**src/design/cal_mux_defines.vh**
```
// register offsets, field positions, reset values and timing constants for calibration and input mux config
`ifndef CAL_MUX_DEFINES_VH
`define CAL_MUX_DEFINES_VH
`define CAL_CFG_ADDR 8'h12
`define MUX_CFG_ADDR 8'h14
`define CAL_CFG_RESET 24'h004800
`define CAL_CFG_MASK 24'h707fff
`define MUX_CFG_RESET 24'h300000
`define MUX_CFG_MASK 24'hbf0000
`define CAL_ON_BIT 22
`define CAL_MODE_BIT 21
`define CAL_AMP_BIT 20
`define CAL_FREQ_HI 14
`define CAL_FREQ_LO 12
`define CAL_HALF_BIT 11
`define CAL_HIGH_HI 10
`define MUX_INV_BIT 23
`define MUX_POS_ISO_BIT 21
`define MUX_NEG_ISO_BIT 20
`define MUX_POS_RT_HI 19
`define MUX_POS_RT_LO 18
`define MUX_NEG_RT_HI 17
`define MUX_NEG_RT_LO 16
`define ROUTE_NONE 2'h0
`define ROUTE_MID 2'h1
`define ROUTE_POS_SRC 2'h2
`define ROUTE_NEG_SRC 2'h3
`define STEP_NS_00 16'd30520
`define STEP_NS_01 16'd31250
`define STEP_NS_10 16'd31250
`define STEP_NS_11 16'd31280
`define CLK_PERIOD_NS 16'd25
`endif

```
**src/design/cal_source_input_mux_config.v**
```verilog
// calibration source and input mux configuration registers with high time derivation
`timescale 1ns/1ps
`include "cal_mux_defines.vh"
module cal_source_input_mux_config (
  input wire core_clk,
  input wire rst_b,
  input wire [7:0] reg_addr,
  input wire [23:0] reg_wdata,
  input wire reg_write,
  input wire reg_read,
  output reg [23:0] reg_rdata,
  input wire [1:0] master_freq_sel,
  output wire cal_source_on,
  output wire cal_polarity_mode,
  output wire cal_amplitude_sel,
  output wire [2:0] cal_frequency_code,
  output wire half_duty_select,
  output wire [10:0] cal_high_time_count,
  output reg [26:0] high_time_ns,
  output reg [26:0] high_time_cycles,
  output wire [15:0] cal_time_step,
  output wire input_invert,
  output wire pos_input_isolate,
  output wire neg_input_isolate,
  output wire [1:0] pos_input_route,
  output wire [1:0] neg_input_route,
  output wire pos_to_mid,
  output wire pos_to_positive_test_source,
  output wire pos_to_negative_test_source,
  output wire neg_to_mid,
  output wire neg_to_positive_test_source,
  output wire neg_to_negative_test_source
);
  reg [23:0] cal_cfg;
  reg [23:0] mux_cfg;
  reg [1:0] freq_sync_a;
  reg [1:0] freq_sync_b;
  wire [15:0] step_cycles;

  // configuration register writes, unassigned bits forced to zero
  always @(posedge core_clk) begin
    if (!rst_b) begin
      cal_cfg <= `CAL_CFG_RESET;
      mux_cfg <= `MUX_CFG_RESET;
    end else if (reg_write) begin
      if (reg_addr == `CAL_CFG_ADDR)
        cal_cfg <= reg_wdata & `CAL_CFG_MASK;
      if (reg_addr == `MUX_CFG_ADDR)
        mux_cfg <= reg_wdata & `MUX_CFG_MASK;
    end
  end

  // read data in the cycle after the strobe, zero for unmapped addresses
  always @(posedge core_clk) begin
    if (!rst_b)
      reg_rdata <= 24'h000000;
    else if (reg_read && reg_addr == `CAL_CFG_ADDR)
      reg_rdata <= cal_cfg;
    else if (reg_read && reg_addr == `MUX_CFG_ADDR)
      reg_rdata <= mux_cfg;
    else
      reg_rdata <= 24'h000000;
  end

  // master frequency selection comes from another domain, two flops
  always @(posedge core_clk) begin
    if (!rst_b) begin
      freq_sync_a <= 2'h0;
      freq_sync_b <= 2'h0;
    end else begin
      freq_sync_a <= master_freq_sel;
      freq_sync_b <= freq_sync_a;
    end
  end

  cal_time_step u_step (
    .master_freq_sel(freq_sync_b),
    .step_ns(cal_time_step),
    .step_cycles(step_cycles)
  );

  // field views of the calibration register
  assign cal_source_on = cal_cfg[`CAL_ON_BIT];
  assign cal_polarity_mode = cal_cfg[`CAL_MODE_BIT];
  assign cal_amplitude_sel = cal_cfg[`CAL_AMP_BIT];
  assign cal_frequency_code = cal_cfg[`CAL_FREQ_HI:`CAL_FREQ_LO];
  assign half_duty_select = cal_cfg[`CAL_HALF_BIT];
  assign cal_high_time_count = cal_cfg[`CAL_HIGH_HI:0];

  // programmed high time; zero means half-period mode, decoded by the generator
  always @(posedge core_clk) begin
    if (!rst_b) begin
      high_time_ns <= 27'h0000000;
      high_time_cycles <= 27'h0000000;
    end else if (half_duty_select) begin
      high_time_ns <= 27'h0000000;
      high_time_cycles <= 27'h0000000;
    end else begin
      high_time_ns <= {16'h0000, cal_high_time_count} * {11'h000, cal_time_step};
      high_time_cycles <= {16'h0000, cal_high_time_count} * {11'h000, step_cycles};
    end
  end

  // field views of the mux register
  assign input_invert = mux_cfg[`MUX_INV_BIT];
  assign pos_input_isolate = mux_cfg[`MUX_POS_ISO_BIT];
  assign neg_input_isolate = mux_cfg[`MUX_NEG_ISO_BIT];
  assign pos_input_route = mux_cfg[`MUX_POS_RT_HI:`MUX_POS_RT_LO];
  assign neg_input_route = mux_cfg[`MUX_NEG_RT_HI:`MUX_NEG_RT_LO];

  input_route_decode u_pos (
    .route(pos_input_route),
    .cal_on(cal_source_on),
    .to_mid(pos_to_mid),
    .to_pos_src(pos_to_positive_test_source),
    .to_neg_src(pos_to_negative_test_source)
  );

  input_route_decode u_neg (
    .route(neg_input_route),
    .cal_on(cal_source_on),
    .to_mid(neg_to_mid),
    .to_pos_src(neg_to_positive_test_source),
    .to_neg_src(neg_to_negative_test_source)
  );
endmodule

```
**src/design/cal_time_step.v**
```verilog
// calibration time step lookup from master frequency selection, in ns and core clock cycles
`timescale 1ns/1ps
`include "cal_mux_defines.vh"
module cal_time_step (
  input wire [1:0] master_freq_sel,
  output reg [15:0] step_ns,
  output wire [15:0] step_cycles
);
  // resolution per master frequency selection
  always @* begin
    case (master_freq_sel)
      2'h0: step_ns = `STEP_NS_00;
      2'h1: step_ns = `STEP_NS_01;
      2'h2: step_ns = `STEP_NS_10;
      2'h3: step_ns = `STEP_NS_11;
      default: step_ns = `STEP_NS_00;
    endcase
  end
  // whole clock cycles per step, rounded down, at least one
  assign step_cycles = (step_ns / `CLK_PERIOD_NS == 16'h0000) ? 16'h0001 : step_ns / `CLK_PERIOD_NS;
endmodule

```
**src/design/input_route_decode.v**
```verilog
// decodes one input's route code into switch controls
`timescale 1ns/1ps
`include "cal_mux_defines.vh"
module input_route_decode (
  input wire [1:0] route,
  input wire cal_on,
  output wire to_mid,
  output wire to_pos_src,
  output wire to_neg_src
);
  // source routes connect only while calibration is enabled
  assign to_mid = (route == `ROUTE_MID);
  assign to_pos_src = (route == `ROUTE_POS_SRC) & cal_on;
  assign to_neg_src = (route == `ROUTE_NEG_SRC) & cal_on;
endmodule

```
**config.mk**
```make
export PLATFORM = sky130hd
export DESIGN_NAME = cal_source_input_mux_config
export DESIGN_NICKNAME = d
export VERILOG_FILES = /design/src/design/cal_source_input_mux_config.v /design/src/design/cal_time_step.v /design/src/design/input_route_decode.v
export VERILOG_INCLUDE_DIRS = /design/src /design/src/design
export SDC_FILE = /design/constraint.sdc
export NUM_CORES = 1
export LEC_CHECK = 0
export ABC_AREA = 1
export ABC_CLOCK_PERIOD_IN_PS = 7500
export BUFFER_PORTS_ARGS = -buffer_cell sky130_fd_sc_hd__buf_2
export CAP_MARGIN = 20
export CORE_ASPECT_RATIO = 1.75
export CORE_MARGIN = 5
export CORE_UTILIZATION = 50
export DETAILED_ROUTE_END_ITERATION = 7
export PLACE_DENSITY = 0.81
export SLEW_MARGIN = 15
export SYNTH_ARGS = -nofsm -noshare
export SYNTH_HDL_FRONTEND = slang
export SYNTH_SLANG_ARGS = --single-unit
```
**constraint.sdc**
```tcl
create_clock -name core_clk -period 7.5 [get_ports core_clk]
set_input_delay 0.375 -clock core_clk [delete_from_list [all_inputs] [get_ports core_clk]]
set_output_delay 0.375 -clock core_clk [all_outputs]
set_load 0.01 [all_outputs]
```
### Word-level counts from Yosys, hierarchy flattened

Cells that the tools add are included.

| operators by class | value |
|---|---|
| $mul | 2 |
| divide/modulo/power cells | 1 |
| eq/ne operators | 11 |
| mux-type cells | 4 |
| bitwise gates (word level) | 6 |
| reductions and logical operators | 10 |

Operators by type and width:

| kind | count |
|---|---|
| $mul 11x16->27 | 2 |
| $pmux 16 s3 | 1 |
| $mux 23 | 1 |
| $mux 22 | 1 |
| $div 16x5->16 const B | 1 |
| $eq 8x5->1 const B | 2 |
| $logic_not 16->1 | 1 |
| $mux 16 | 1 |
| $eq 2x2->1 const B | 6 |
| $eq 2x1->1 const B | 3 |
| $reduce_or 2->1 | 3 |
| $and 1x1->1 | 4 |
| $reduce_and 2->1 | 2 |
| $reduce_or 3->1 | 1 |
| $logic_and 1x1->1 | 2 |
| $logic_not 2->1 | 1 |
| $not 1->1 | 2 |

| storage, ports and cells | value |
|---|---|
| bits in registers | 107 |
| bits of input ports | 38 |
| output and inout bits | 125 |
| logic and storage cells | 43 |

### Longest topological paths before layout

Gate-level depths: netlist of the first run.

| logic depth | value |
|---|---|
| depth in word-level cells | 7 |
| mapped depth | 33 |
| mapped depth without buffers | 32 |

### Hierarchy

From an unflattened synthesis of the first run, not the netlist that was laid out.

| second synthesis, totals | value |
|---|---|
| cell total of the unflattened synthesis | 2336 |
| area, all modules | 16163.0 sq um |

By module, submodules not included:

| module | times used | cells an instance | area each (sq um) | sequential area each (sq um) |
|---|---|---|---|---|
| cal_source_input_mux_config | 1 | 2275 | 15793.9 | 2122.0 |
| cal_time_step | 1 | 51 | 331.6 | 0.0 |
| input_route_decode | 2 | 5 | 18.8 | 0.0 |

### Worst setup path after synthesis of the first run

OpenSTA, ideal clock, no wires.

| path | value |
|---|---|
| kind | register to register |
| from | register freq_sync_b[0] |
| to | register high_time_cycles[18] |
| library setup time | 115 ps |
| arrival time | 5576 ps |
| data required time | 7385 ps |
| path slack | 1809 ps |
| stages on the path, launching flop included | 31 |
| buffers on the path | 1 |
| period minus slack after synthesis | 5691 ps |
| path through | dfxtp_1 > inv_1 > ha_1 > inv_2 > ha_1 > nand2_1 > nand2_1 > inv_2 > nor2_4 > nand3_1 > buf_2 > nand2_1 > inv_1 > fa_1 > inv_1 > fa_1 > fa_1 > inv_1 > fa_1 > inv_1 > fa_1 > inv_1 > ha_1 > nand2_1 > inv_1 > a21oi_1 > nor2_1 > nor2_1 > nand3_1 > nand2_1 > nor2_1 |

| between the ends | value |
|---|---|
| cells in the longest elaborated chain, start to end | 7 |
| elaborated cells between the ends (all ways) | 10 |
| classes of those cells | 1 x mul; 1 x div; 3 x eq/ne; 2 x mux; 3 x reduce/logical |

RTL lines:

| element | line | text |
|---|---|---|
| from (decl) | cal_source_input_mux_config.v:37 | `reg [1:0] freq_sync_b;` |
| from (signal assigned) | cal_source_input_mux_config.v:72 | `freq_sync_b <= freq_sync_a;` |
| $eq 2x1->1 / $eq 2x2->1 (equally long branches) | cal_time_step.v:11 | `case (master_freq_sel)` |
| $reduce_or 2->1 (no source line) | -- |  |
| $pmux 16 s3 (*) | cal_time_step.v:11 |  |
| net cal_time_step[3] | cal_source_input_mux_config.v:21 | `output wire [15:0] cal_time_step,` |
| $div 16x5->16 (no source line) (*) | -- |  |
| $logic_not 16->1 | cal_time_step.v:20 | `` assign step_cycles = (step_ns / `CLK_PERIOD_NS == 16'h0000) ? 16'h0001 : step_ns / `CLK_PERIOD_NS; `` |
| $mux 16 (no source line) (*) | -- |  |
| $mul 11x16->27 (*) | cal_source_input_mux_config.v:100 | `high_time_cycles <= {16'h0000, cal_high_time_count} * {11'h000, step_cycles};` |
| to (signal assigned) | cal_source_input_mux_config.v:100 |  |
| to (decl) | cal_source_input_mux_config.v:20 | `output reg [26:0] high_time_cycles,` |

Mark *: on every way through the listed nets, which the timed path passes. The rest lies on a longest branch. The select of a mux whose other input is x is not followed.
A chain may end at the register's enable or synchronous reset.

### Worst setup path after layout of the first run

| path | value |
|---|---|
| from | register freq_sync_b[0] |
| to | register high_time_cycles[21] |

| between the ends | value |
|---|---|
| cells in the longest elaborated chain, start to end | 7 |
| elaborated cells between the ends (all ways) | 10 |
| classes of those cells | 1 x mul; 1 x div; 3 x eq/ne; 2 x mux; 3 x reduce/logical |

RTL lines:

| element | line |
|---|---|
| $eq 2x1->1 / $eq 2x2->1 (equally long branches) | cal_time_step.v:11 |
| $reduce_or 2->1 (no source line) | -- |
| $pmux 16 s3 (*) | cal_time_step.v:11 |
| $div 16x5->16 (no source line) (*) | -- |
| $logic_not 16->1 | cal_time_step.v:20 |
| $mux 16 (no source line) (*) | -- |
| $mul 11x16->27 (*) | cal_source_input_mux_config.v:100 |

Every way passes the cells marked *; elsewhere a longest branch is shown, timed or not. The select of a mux whose other input is x is not followed.

==> reports/results.ini, run 1 <==
[timing]
finalCritPeriodShare_pct=83.42
skew_ns=0.007253
tns_ns=0
max-slew-margin-rel_pct=42.67
setup_viol=0
timing.hold.ws_ns=0.1957
rsz0062_at_grt=false
hold_viol=0
drv_slew=0
fin_crit_ns=6.257
worst_slew_pin_slew_ns=0.8587
max_freq_ghz=0.1598

[global_routing]
grt_util_met1_pct=22.61
grt_use_met3_pct=2.735
antenna_found_initial=0
grt_use_met2_pct=44.94
grt_max_degree=39
grt.overflow.total=0
grt_first_pass_wirelength_mm=46.02
grt_pass1_vias=9862
grt.busiest_layer=met2
grt_usage_pct=23.55

[clocking]
postCtsHoldBufs=0
cts_root_buf=clkbuf_16
ctsResizeCount=0
clk_latency_ns=0.36
cts_num_sinks=101
clockBufferDepth=2
cts_buffers=9
clk_pin_slew_ns=0.08
cts_setup_buffers=0
cts_max_level=3
cts_tree=built

[synth]
yosysWarningCount=0
synth_top_area_share_pct=24.40
yosys.area.top_type=fa_1
postSynthCellCount=1391
synth_ff_type=dfxtp_1
synth_area_leaders=fa_1 (24%), dfxtp_1 (19%), ha_1 (17%)
synth_edf_count=0
synthArstFlopShare_pct=0
syn-cell-area_um2=10830
synth_seq_cells=101
synth_seq_area_share_pct=18.67
ys_types=34
synth.avg_cell_area_um2=7.786

[floorplanning]
num_io_pins=163
fp.dieH_um=204.7
die_width_um=121.3
core_area_um2=21410
start_util_pct=50.59
fp-row-count=71
die_area_um2=24820

[power]
seqPwrFrac_pct=50.4
peakVddDrop_v=0.00008985
power.share.clock_pct=43.1
p_switching_uw=276.4
cellInternalPower_uw=790.7
swShare_pct=25.91
p_comb_share_pct=6.5
p_leak_uw=0.007383
power-per-cell-area_nw_per_um2=88.48

[layout]
drive_above_1_share_pct=12.27
stdcell_count=1824
areaGrowthSynthToFinish_pct=11.36
n_antenna_cell=0
mostFrequentLayoutCells=inv_1 (349), nand2_1 (275), ha_1 (151)
final_nets=1848
final_common_cell=inv_1
fin_util_pct=56.33

[setup_path]
cp_slowest_cell=fa_1
worstPathMaxFanout=11
endpoint_kind=flip-flop
crit_type=flip-flop to flip-flop
cpPeakStageDelay_ns=0.54
arrival_ns=6.51
crit_top_cell=inv_1
worst_setup_path_start_kind=flip-flop
r2r_slack_ns=1.24
timing.rr.start=freq_sync_b[0]
rr_worst_depth=29
required_ns=7.76
r2r-end=high_time_cycles[21]

[place]
gp_congestion=0.9901
hpwl_mm=22.95
dp.cells=1808
io_buffers=145

[hold_path]
min_to=freq_sync_a[0]
hold_path.class=input port to flip-flop
whs_path_depth=3
min-delay-start=master_freq_sel[0]

[drt]
dr.first_iter.drc_count=469
drc=0
viasPerCell=4.978
first_pass_iters=5
dr_total_vias=9079
finalWirelength_mm=27.77
routedWlPerCell_um=15.23
detail-route-antenna-nets=0

[flow_run]
maxCapViolations=0

[outcome]
status=finished, final reports clean

[per-stage QoR]
| step | cell area (um2) | setup WS (ns) | total power, uW |
|---|---|---|---|
| detailed placement | 11780 | 1.275 | 619.2 |
| finish | 12060 | 1.243 | 1067 |
| global route | 12060 | 0.8685 | 1109 |
| floorplan | 10880 | 1.809 | 599.9 |
| CTS | 12060 | 1.255 | 1079 |
| global placement | 11780 | 1.392 | 617.3 |
[how the worst max path moves through the flow]
stage,cells after the start,end,startpoint
floorplan,30,high_time_cycles[18],freq_sync_b[0]
global placement,28,high_time_cycles[21],freq_sync_b[0]
detailed placement,29,high_time_cycles[21],freq_sync_b[0]
CTS,29,high_time_cycles[21],freq_sync_b[0]
global route,29,high_time_cycles[21],freq_sync_b[1]
finish,29,high_time_cycles[21],freq_sync_b[0]
[cells in the mapped netlist, types with 3 or more instances]
cell type / number
nand2_1: 275
o21bai_1: 3
o21ai_0: 30
o21ai_1: 8
nor3_1: 12
o211ai_1: 4
inv_1: 349
nand3_1: 40
dfxtp_1: 101
fa_1: 132
a21oi_1: 78
buf_4: 18
clkbuf_1: 15
nor2_1: 131
nand4_1: 6
ha_1: 151
o21ai_2: 7
buf_2: 6
buf_6: 4
[power groups by stage]
stage / Sequential [uW] / Combinational, uW / Clock (uW)
after floorplan: 551 / 49.2 / 0
after global placement: 551 / 66.7 / 0
after detailed placement: 551 / 68.5 / 0
after CTS: 538 / 68.9 / 472
after global routing: 538 / 75.9 / 495
final: 538 / 69.4 / 460
[cells by family after synthesis]
| kind of cell | count (synthesis) | synth area share, % |
|---|---|---|
| AND/OR/NAND/NOR | 479 | 18.26 |
| buffers and inverters | 394 | 14.63 |
| adder cells (fa/ha/maj) | 283 | 41.84 |
| AO/OA/AOI/OAI | 132 | 6.527 |
| flip-flops | 101 | 18.67 |
| other | 2 | 0.06934 |
[metal layers]
| layer | vias to the layer above | part of all wire, % |
|---|---|---|
| met2 | 303 | 55 |
| met1 | 4215 | 33 |
| li1 | 4427 | - |
| met5 | - | 0 |
| met3 | 134 | 3.7 |
| met4 | 0 | 7.8 |
[registers in the layout (all words and copies together) (netlist names)]
signal,count
reg_rdata,23
cal_cfg,18
high_time_cycles,23
mux_cfg,7
high_time_ns,26
freq_sync_a,2
freq_sync_b,2
[final cells by class]
type	instances	area [um2]
fill	1918	9349
multi-input combinational	910	7279
sequential	101	2022
inverter	351	1318
timing repair buffer	154	793.3
tap	292	365.4
clock buffer	10	229.0
clock inverter	6	53.80
[critical path: cells and delay by family, from the launching register on]
kind	cells	cell delay, ns
compound gates	1	0.14
fa+ha+maj	8	3.43
buf+inv	9	0.53
flops	1	0.33
simple gates	11	1.70
Power figures use the tool's default switching activity.
==> inputs of run 2 (changes only) <==
--- a/config.mk
+++ b/config.mk
@@ -7,7 +7,7 @@
 export NUM_CORES = 1
 export LEC_CHECK = 0
 export ABC_AREA = 1
-export ABC_CLOCK_PERIOD_IN_PS = 7500
+export ABC_CLOCK_PERIOD_IN_PS = 6200
 export BUFFER_PORTS_ARGS = -buffer_cell sky130_fd_sc_hd__buf_2
 export CAP_MARGIN = 20
 export CORE_ASPECT_RATIO = 1.75
==> constraint.sdc (replaced) <==
create_clock -name core_clk -period 6.2 [get_ports core_clk]
set_input_delay 0.31 -clock core_clk [delete_from_list [all_inputs] [get_ports core_clk]]
set_output_delay 0.31 -clock core_clk [all_outputs]
set_load 0.01 [all_outputs]
==> reports/results.ini, run 2 (same netlist as run 1, synthesis figures left out) <==
[outcome]
status=finished, final reports clean

[global_routing]
grt_pass1_vias=9761  ; -1.0%
grt.overflow.total=0  ; unchanged
grt_usage_pct=23.61  ; +0.065 points
grt_first_pass_wirelength_mm=46.33  ; +0.67%
grt_max_degree=34  ; -13%
antenna_found_initial=0  ; unchanged

[clocking]
ctsResizeCount=0  ; unchanged
postCtsHoldBufs=0  ; unchanged
cts_num_sinks=101  ; unchanged
clk_pin_slew_ns=0.08  ; about the same
cts_setup_buffers=0  ; unchanged
cts_tree=built
cts_buffers=9  ; unchanged
cts_root_buf=clkbuf_16
clockBufferDepth=2  ; unchanged
cts_max_level=3  ; unchanged
clk_latency_ns=0.37  ; about the same

[floorplanning]
fp.dieH_um=204.7  ; unchanged
num_io_pins=163  ; unchanged
core_area_um2=21410  ; unchanged
fp-row-count=71  ; unchanged
start_util_pct=50.59  ; unchanged
die_area_um2=24820  ; unchanged
die_width_um=121.3  ; unchanged

[drt]
detail-route-antenna-nets=0  ; unchanged
first_pass_iters=5  ; unchanged
dr_total_vias=9230  ; +1.7%
routedWlPerCell_um=15.41  ; +1.2%
finalWirelength_mm=28.33  ; +2.0%
drc=0  ; unchanged
dr.first_iter.drc_count=483  ; +3.0%
viasPerCell=5.022  ; +0.89%

[flow_run]
maxCapViolations=0  ; unchanged

[timing]
tns_ns=0  ; unchanged
fin_crit_ns=5.859  ; -0.3978 ns
hold_viol=0  ; unchanged
rsz0062_at_grt=false
max_freq_ghz=0.1707  ; +6.8%
setup_slack_ns=0.3413  ; -0.9022 ns
timing.hold.ws_ns=0.1286  ; -0.06709 ns
skew_ns=0.01325  ; +0.005999 ns
max-slew-margin-rel_pct=41.10  ; -1.6 points
setup_viol=0  ; unchanged
worst_slew_pin_slew_ns=0.8825  ; +0.02380 ns
finalCritPeriodShare_pct=94.50  ; +11 points
drv_slew=0  ; unchanged

[place]
io_buffers=145  ; unchanged
post-place-ws_ns=0.4273  ; -0.8482 ns
hpwl_mm=23.41  ; +2.0%
dpl_cell_area_um2=11880  ; +0.89%
gp_congestion=0.9773  ; -1.3%

[setup_path]
worstPathMaxFanout=6  ; -5
worst_setup_path_start_kind=flip-flop
worst-path-buf-inv=9  ; unchanged
critical-path-top-delay-family=adder cells
required_ns=6.46  ; -1.30 ns
crit_top_cell=inv_1
crit_type=flip-flop to flip-flop
cpPeakStageDelay_ns=0.55  ; about the same
cp_slowest_cell=fa_1
arrival_ns=6.12  ; -0.39 ns
endpoint_kind=flip-flop

[layout]
mostFrequentLayoutCells=inv_1 (349), nand2_1 (275), ha_1 (151)
areaGrowthSynthToFinish_pct=12.40
final_nets=1862  ; +0.76%
drive_above_1_share_pct=13.13  ; +0.86 points
largest-register=high_time_ns
seqCellArea_um2=2022  ; unchanged
largest_reg_flops=26  ; unchanged
final_common_cell=inv_1
reg_top3=high_time_ns (26), high_time_cycles (23), reg_rdata (23)
nFillCells=1999  ; +4.2%
multi_input_area_um2=7279  ; unchanged
stdcell_area_um2=12170  ; +0.93%
n_antenna_cell=0  ; unchanged

[hold_path]
hold_path.class=input port to flip-flop

[power]
peakVddDrop_v=0.0001022  ; +14%
power-per-cell-area_nw_per_um2=108.3  ; +22%
p_leak_uw=0.007461  ; +1.1%

[run 2: per-layer routing]
metal	vias to the layer above	track usage, %	part of all wire [%]
met4	0	16.15	7.9
met2	299	45.04	55
met5	-	0	0
met1	4351	23.39	33
li1	4455	-	-
met3	125	2.486	3.7
[run 2: power by group]
group	internal [uW]	switching, uW	leakage (uW)	total (uW)
Clock	284	294	0.000146	578
Sequential	650	0.756	0.000814	650
Combinational	30.0	60.1	0.00650	90.1
Total	964	355	0.00746	1320
[run 2: metrics by stage]
step / util (%) / cells / total power [uW]
finish: 56.86 / 1838 / 1318
global route: 56.86 / 1838 / 1361
CTS: 56.86 / 1838 / 1327
detailed placement: 55.50 / 1822 / 753.3
global placement: 55.50 / 1822 / 750.6
floorplan: - / 1405 / 725.6
[run 2: final timing paths]
kind,start,endpoint,slack [ns],cells past startpoint
setup reg to reg,freq_sync_b[0],high_time_cycles[21],0.34,29
setup / recovery,freq_sync_b[0],high_time_cycles[21],0.34,29
hold / removal,master_freq_sel[1],freq_sync_a[1],0.13,3
hold reg to reg,freq_sync_a[1],freq_sync_b[1],0.45,2
[run 2: layout make-up]
| class | instances | share of cell area [%] |
|---|---|---|
| Clock inverter | 7 | 0.5345 |
| Timing Repair Buffer | 168 | 7.380 |
| Sequential cell | 101 | 16.61 |
| Tap cell | 292 | 3.001 |
| Inverter | 351 | 10.82 |
| Multi-Input combinational cell | 910 | 59.80 |
| Clock buffer | 9 | 1.850 |
[run 2: worst reg2reg max path: cells and delay by family, from the launching register on]
| kind | cells | cell delay, ns |
|---|---|---|
| compound gates | 1 | 0.15 |
| fa+ha+maj | 8 | 3.49 |
| buf+inv | 9 | 0.56 |
| flops | 1 | 0.32 |
| simple gates | 11 | 1.24 |
==> inputs of run 3 (changes only) <==
--- a/config.mk
+++ b/config.mk
@@ -6,7 +6,6 @@
 export SDC_FILE = /design/constraint.sdc
 export NUM_CORES = 1
 export LEC_CHECK = 0
-export ABC_AREA = 1
 export ABC_CLOCK_PERIOD_IN_PS = 6200
 export BUFFER_PORTS_ARGS = -buffer_cell sky130_fd_sc_hd__buf_2
 export CAP_MARGIN = 20
@@ -14,7 +13,9 @@
 export CORE_MARGIN = 5
 export CORE_UTILIZATION = 50
 export DETAILED_ROUTE_END_ITERATION = 7
-export PLACE_DENSITY = 0.81
+export MAX_ROUTING_LAYER = met4
+export PLACE_DENSITY = 0.82
+export SKIP_LAST_GASP = 1
 export SLEW_MARGIN = 15
 export SYNTH_ARGS = -nofsm -noshare
 export SYNTH_HDL_FRONTEND = slang
==> reports/results.ini, run 3 <==
[outcome]
status=finished, final reports clean

[clocking]
clk_pin_slew_ns=0.08  ; about the same
postCtsHoldBufs=0  ; unchanged
cts_root_buf=clkbuf_16
cts_buffers=9  ; unchanged
clk_latency_ns=0.37  ; about the same
cts_tree=built
clockBufferDepth=2  ; unchanged
cts_num_sinks=101  ; unchanged
cts_max_level=3  ; unchanged

[global_routing]
antenna_found_initial=1  ; +1
grt_first_pass_wirelength_mm=41.30  ; -11%
grt_max_degree=38  ; +12%
grt_usage_pct=22.22  ; -1.4 points
grt.overflow.total=0  ; unchanged
grt_pass1_vias=8359  ; -14%

[layout]
stdcell_count=1486  ; -19%
reg_top3=high_time_ns (26), high_time_cycles (23), reg_rdata (23)
final_common_cell=inv_1
nFillCells=1803  ; -9.8%
areaGrowthSynthToFinish_pct=13.19
largest-register=high_time_ns
mostFrequentLayoutCells=inv_1 (185), ha_1 (146), buf_2 (145)
final_nets=1553  ; -17%
largest_reg_flops=26  ; unchanged
drive_above_1_share_pct=16.90  ; +3.8 points

[drt]
dr.first_iter.drc_count=308  ; -36%
routedWlPerCell_um=17.14  ; +11%
wl_met2_mm=14.10  ; -9.5%
drc=0  ; unchanged
detail-route-antenna-nets=0  ; unchanged
viasPerCell=5.319  ; +5.9%
finalWirelength_mm=25.47  ; -10%
first_pass_iters=4  ; -1
wl_met1_mm=9.157  ; -3.3%
dr_total_vias=7904  ; -14%
routed-wl-met3_mm=1.112  ; +5.5%
top_layer_used=met4

[synth]
synth_seq_area_share_pct=19.54  ; +0.87 points
synth_area_leaders=fa_1 (26%), dfxtp_1 (20%), ha_1 (18%)
synth_top_family_by_area=adder cells
synth_top_area_share_pct=25.54  ; +1.1 points
yosys.area.top_type=fa_1
yosys.area_share.simple_pct=14.82  ; -3.4 points
yosys.area_share.adder_pct=43.79  ; +1.9 points
syn-cell-area_um2=10350  ; -4.4%
yosysMostFrequentCell=inv_1
synth_ff_type=dfxtp_1
ys_types=64  ; +88%
synth-compound-area-share_pct=7.859  ; +1.3 points
synthArstFlopShare_pct=0  ; unchanged
yosysWarningCount=0  ; unchanged
synth_seq_cells=101  ; unchanged
netlist_top_cells_count=inv_1 (185), ha_1 (151), fa_1 (132), dfxtp_1 (101), nor2_1 (81)
synthMuxAreaShare_pct=3.095  ; +3.1 points
synth_edf_count=0  ; unchanged
synth-xor-area-share_pct=1.185  ; +1.2 points
synth.avg_cell_area_um2=9.485  ; +22%
postSynthCellCount=1091  ; -22%

[place]
gp_congestion=0.9674  ; -1.0%
hpwl_mm=20.73  ; -11%
io_buffers=145  ; unchanged
dp.cells=1468  ; -19%

[setup_path]
crit_type=flip-flop to flip-flop
worst_setup_path_start_kind=flip-flop
endpoint_kind=flip-flop
worstPathMaxFanout=4  ; -2
r2r_slack_ns=0.29  ; -0.05 ns
required_ns=6.44  ; -0.02 ns
arrival_ns=6.15  ; +0.03 ns

[floorplanning]
fp-row-count=69  ; -2.8%
num_io_pins=163  ; unchanged
die_area_um2=23790  ; -4.2%
fp.dieH_um=200.3  ; -2.1%
start_util_pct=50.79  ; +0.20 points
core_area_um2=20370  ; -4.8%
die_width_um=118.8  ; -2.1%

[power]
p_total_uw=1314  ; -0.36%
peakVddDrop_v=0.0001255  ; +23%
p_leak_uw=0.006648  ; -11%
power-per-cell-area_nw_per_um2=112.2  ; +3.6%

[timing]
hold_viol=0  ; unchanged
drv_slew=0  ; unchanged
worst_slew_pin_slew_ns=0.6830  ; -0.1996 ns
fin_crit_ns=5.908  ; +0.04940 ns
finalCritPeriodShare_pct=95.29  ; +0.80 points
max-slew-margin-rel_pct=54.41  ; +13 points
rsz0062_at_grt=true
setup_viol=0  ; unchanged
max_freq_ghz=0.1693  ; -0.84%
skew_ns=0.01520  ; +0.001950 ns
tns_ns=0  ; unchanged
timing.hold.ws_ns=0.1441  ; +0.01554 ns

[hold_path]
hold_path.class=input port to flip-flop

[flow_run]
maxCapViolations=0  ; unchanged

[run 3: changes by cell type after synthesis, moves of 30 or more]
cell,before,now
and2_1,1,46
nor2b_1,0,30
nand3_1,40,8
inv_1,349,185
nor2_1,131,81
nand2_1,275,58
mux2i_1,0,32
a21oi_1,78,27
[run 3: power by group]
part	switching, uW	leakage [uW]	internal [uW]
logic	43.6	0.00568	31.7
clock network	298	0.000152	291
registers	0.659	0.000814	649
[run 3: routing by layer]
metal	vias up	GRT usage, %
li1	3762	-
met1	3847	23.22
met5	-	-
met4	0	10.44
met3	59	2.398
met2	236	41.16
[run 3: path summary, 6_finish.rpt]
check,from,end,cells after the start
worst min-delay path,master_freq_sel[1],freq_sync_a[1],2
worst max register to register,freq_sync_b[0],high_time_cycles[19],24
worst max-delay path,freq_sync_b[0],high_time_cycles[19],24
worst min register to register,freq_sync_a[1],freq_sync_b[1],1
[run 3: worst max-delay path, cell delays in order (launching register included)]
cell and delay [ns]:
dfxtp_1 0.32, inv_1 0.08, ha_2 0.18, inv_1 0.08, ha_1 0.28, o21ai_0 0.13, nor3_2 0.29, buf_4 0.16
nor2_1 0.04, fa_1 0.51, inv_1 0.07, fa_1 0.53, inv_1 0.05, fa_1 0.45, fa_1 0.54, inv_1 0.07
fa_1 0.53, inv_1 0.06, ha_4 0.26, a21oi_2 0.16, o21ai_1 0.07, and2_1 0.18, o32a_1 0.33, a221oi_1 0.30
nand3_1 0.11
[run 3: stage by stage]
step | area [um2] | util [%] | worst slack [ns]
finish | 11710 | 57.49 | 0.2919
detailed placement | 11330 | 55.63 | 0.08012
CTS | 11650 | 57.17 | 0.05760
global placement | 11330 | 55.63 | 0.1800
global route | 11710 | 57.49 | -0.03373
floorplan | 10410 | - | 0.008322
[run 3: layout make-up]
| cell class | count | area (um2) | share of cell area, % |
|---|---|---|---|
| Tap cell | 248 | 310.3 | 2.649 |
| Timing Repair Buffer | 171 | 920.9 | 7.862 |
| Inverter | 187 | 701.9 | 5.992 |
| Antenna cell | 1 | 2.502 | 0.02136 |
| Clock inverter | 7 | 88.84 | 0.7584 |
| Clock buffer | 9 | 225.2 | 1.923 |
| Multi-Input combinational cell | 762 | 7442 | 63.53 |
| Sequential cell | 101 | 2022 | 17.26 |
[run 3: kinds of logic (layout without fill, tap and decap cells)]
family | after synthesis | after routing
and+or+nand+nor | 298 | 298
adders and majority gates | 283 | 283
buffers and inverters | 242 | 374
AOI/OAI and AO/OA | 119 | 119
DFF | 101 | 101
muxes | 32 | 32
xor gates and xnor gates | 14 | 14
other | 2 | 17
[run 3: repair_timing]
action / 4_1_cts / 5_1_grt
setup buffers: 0 / 1
endpoints found under the setup margin: 0 / 11
hold endpoints to repair: 0 / 0
gates resized for setup: 0 / 11
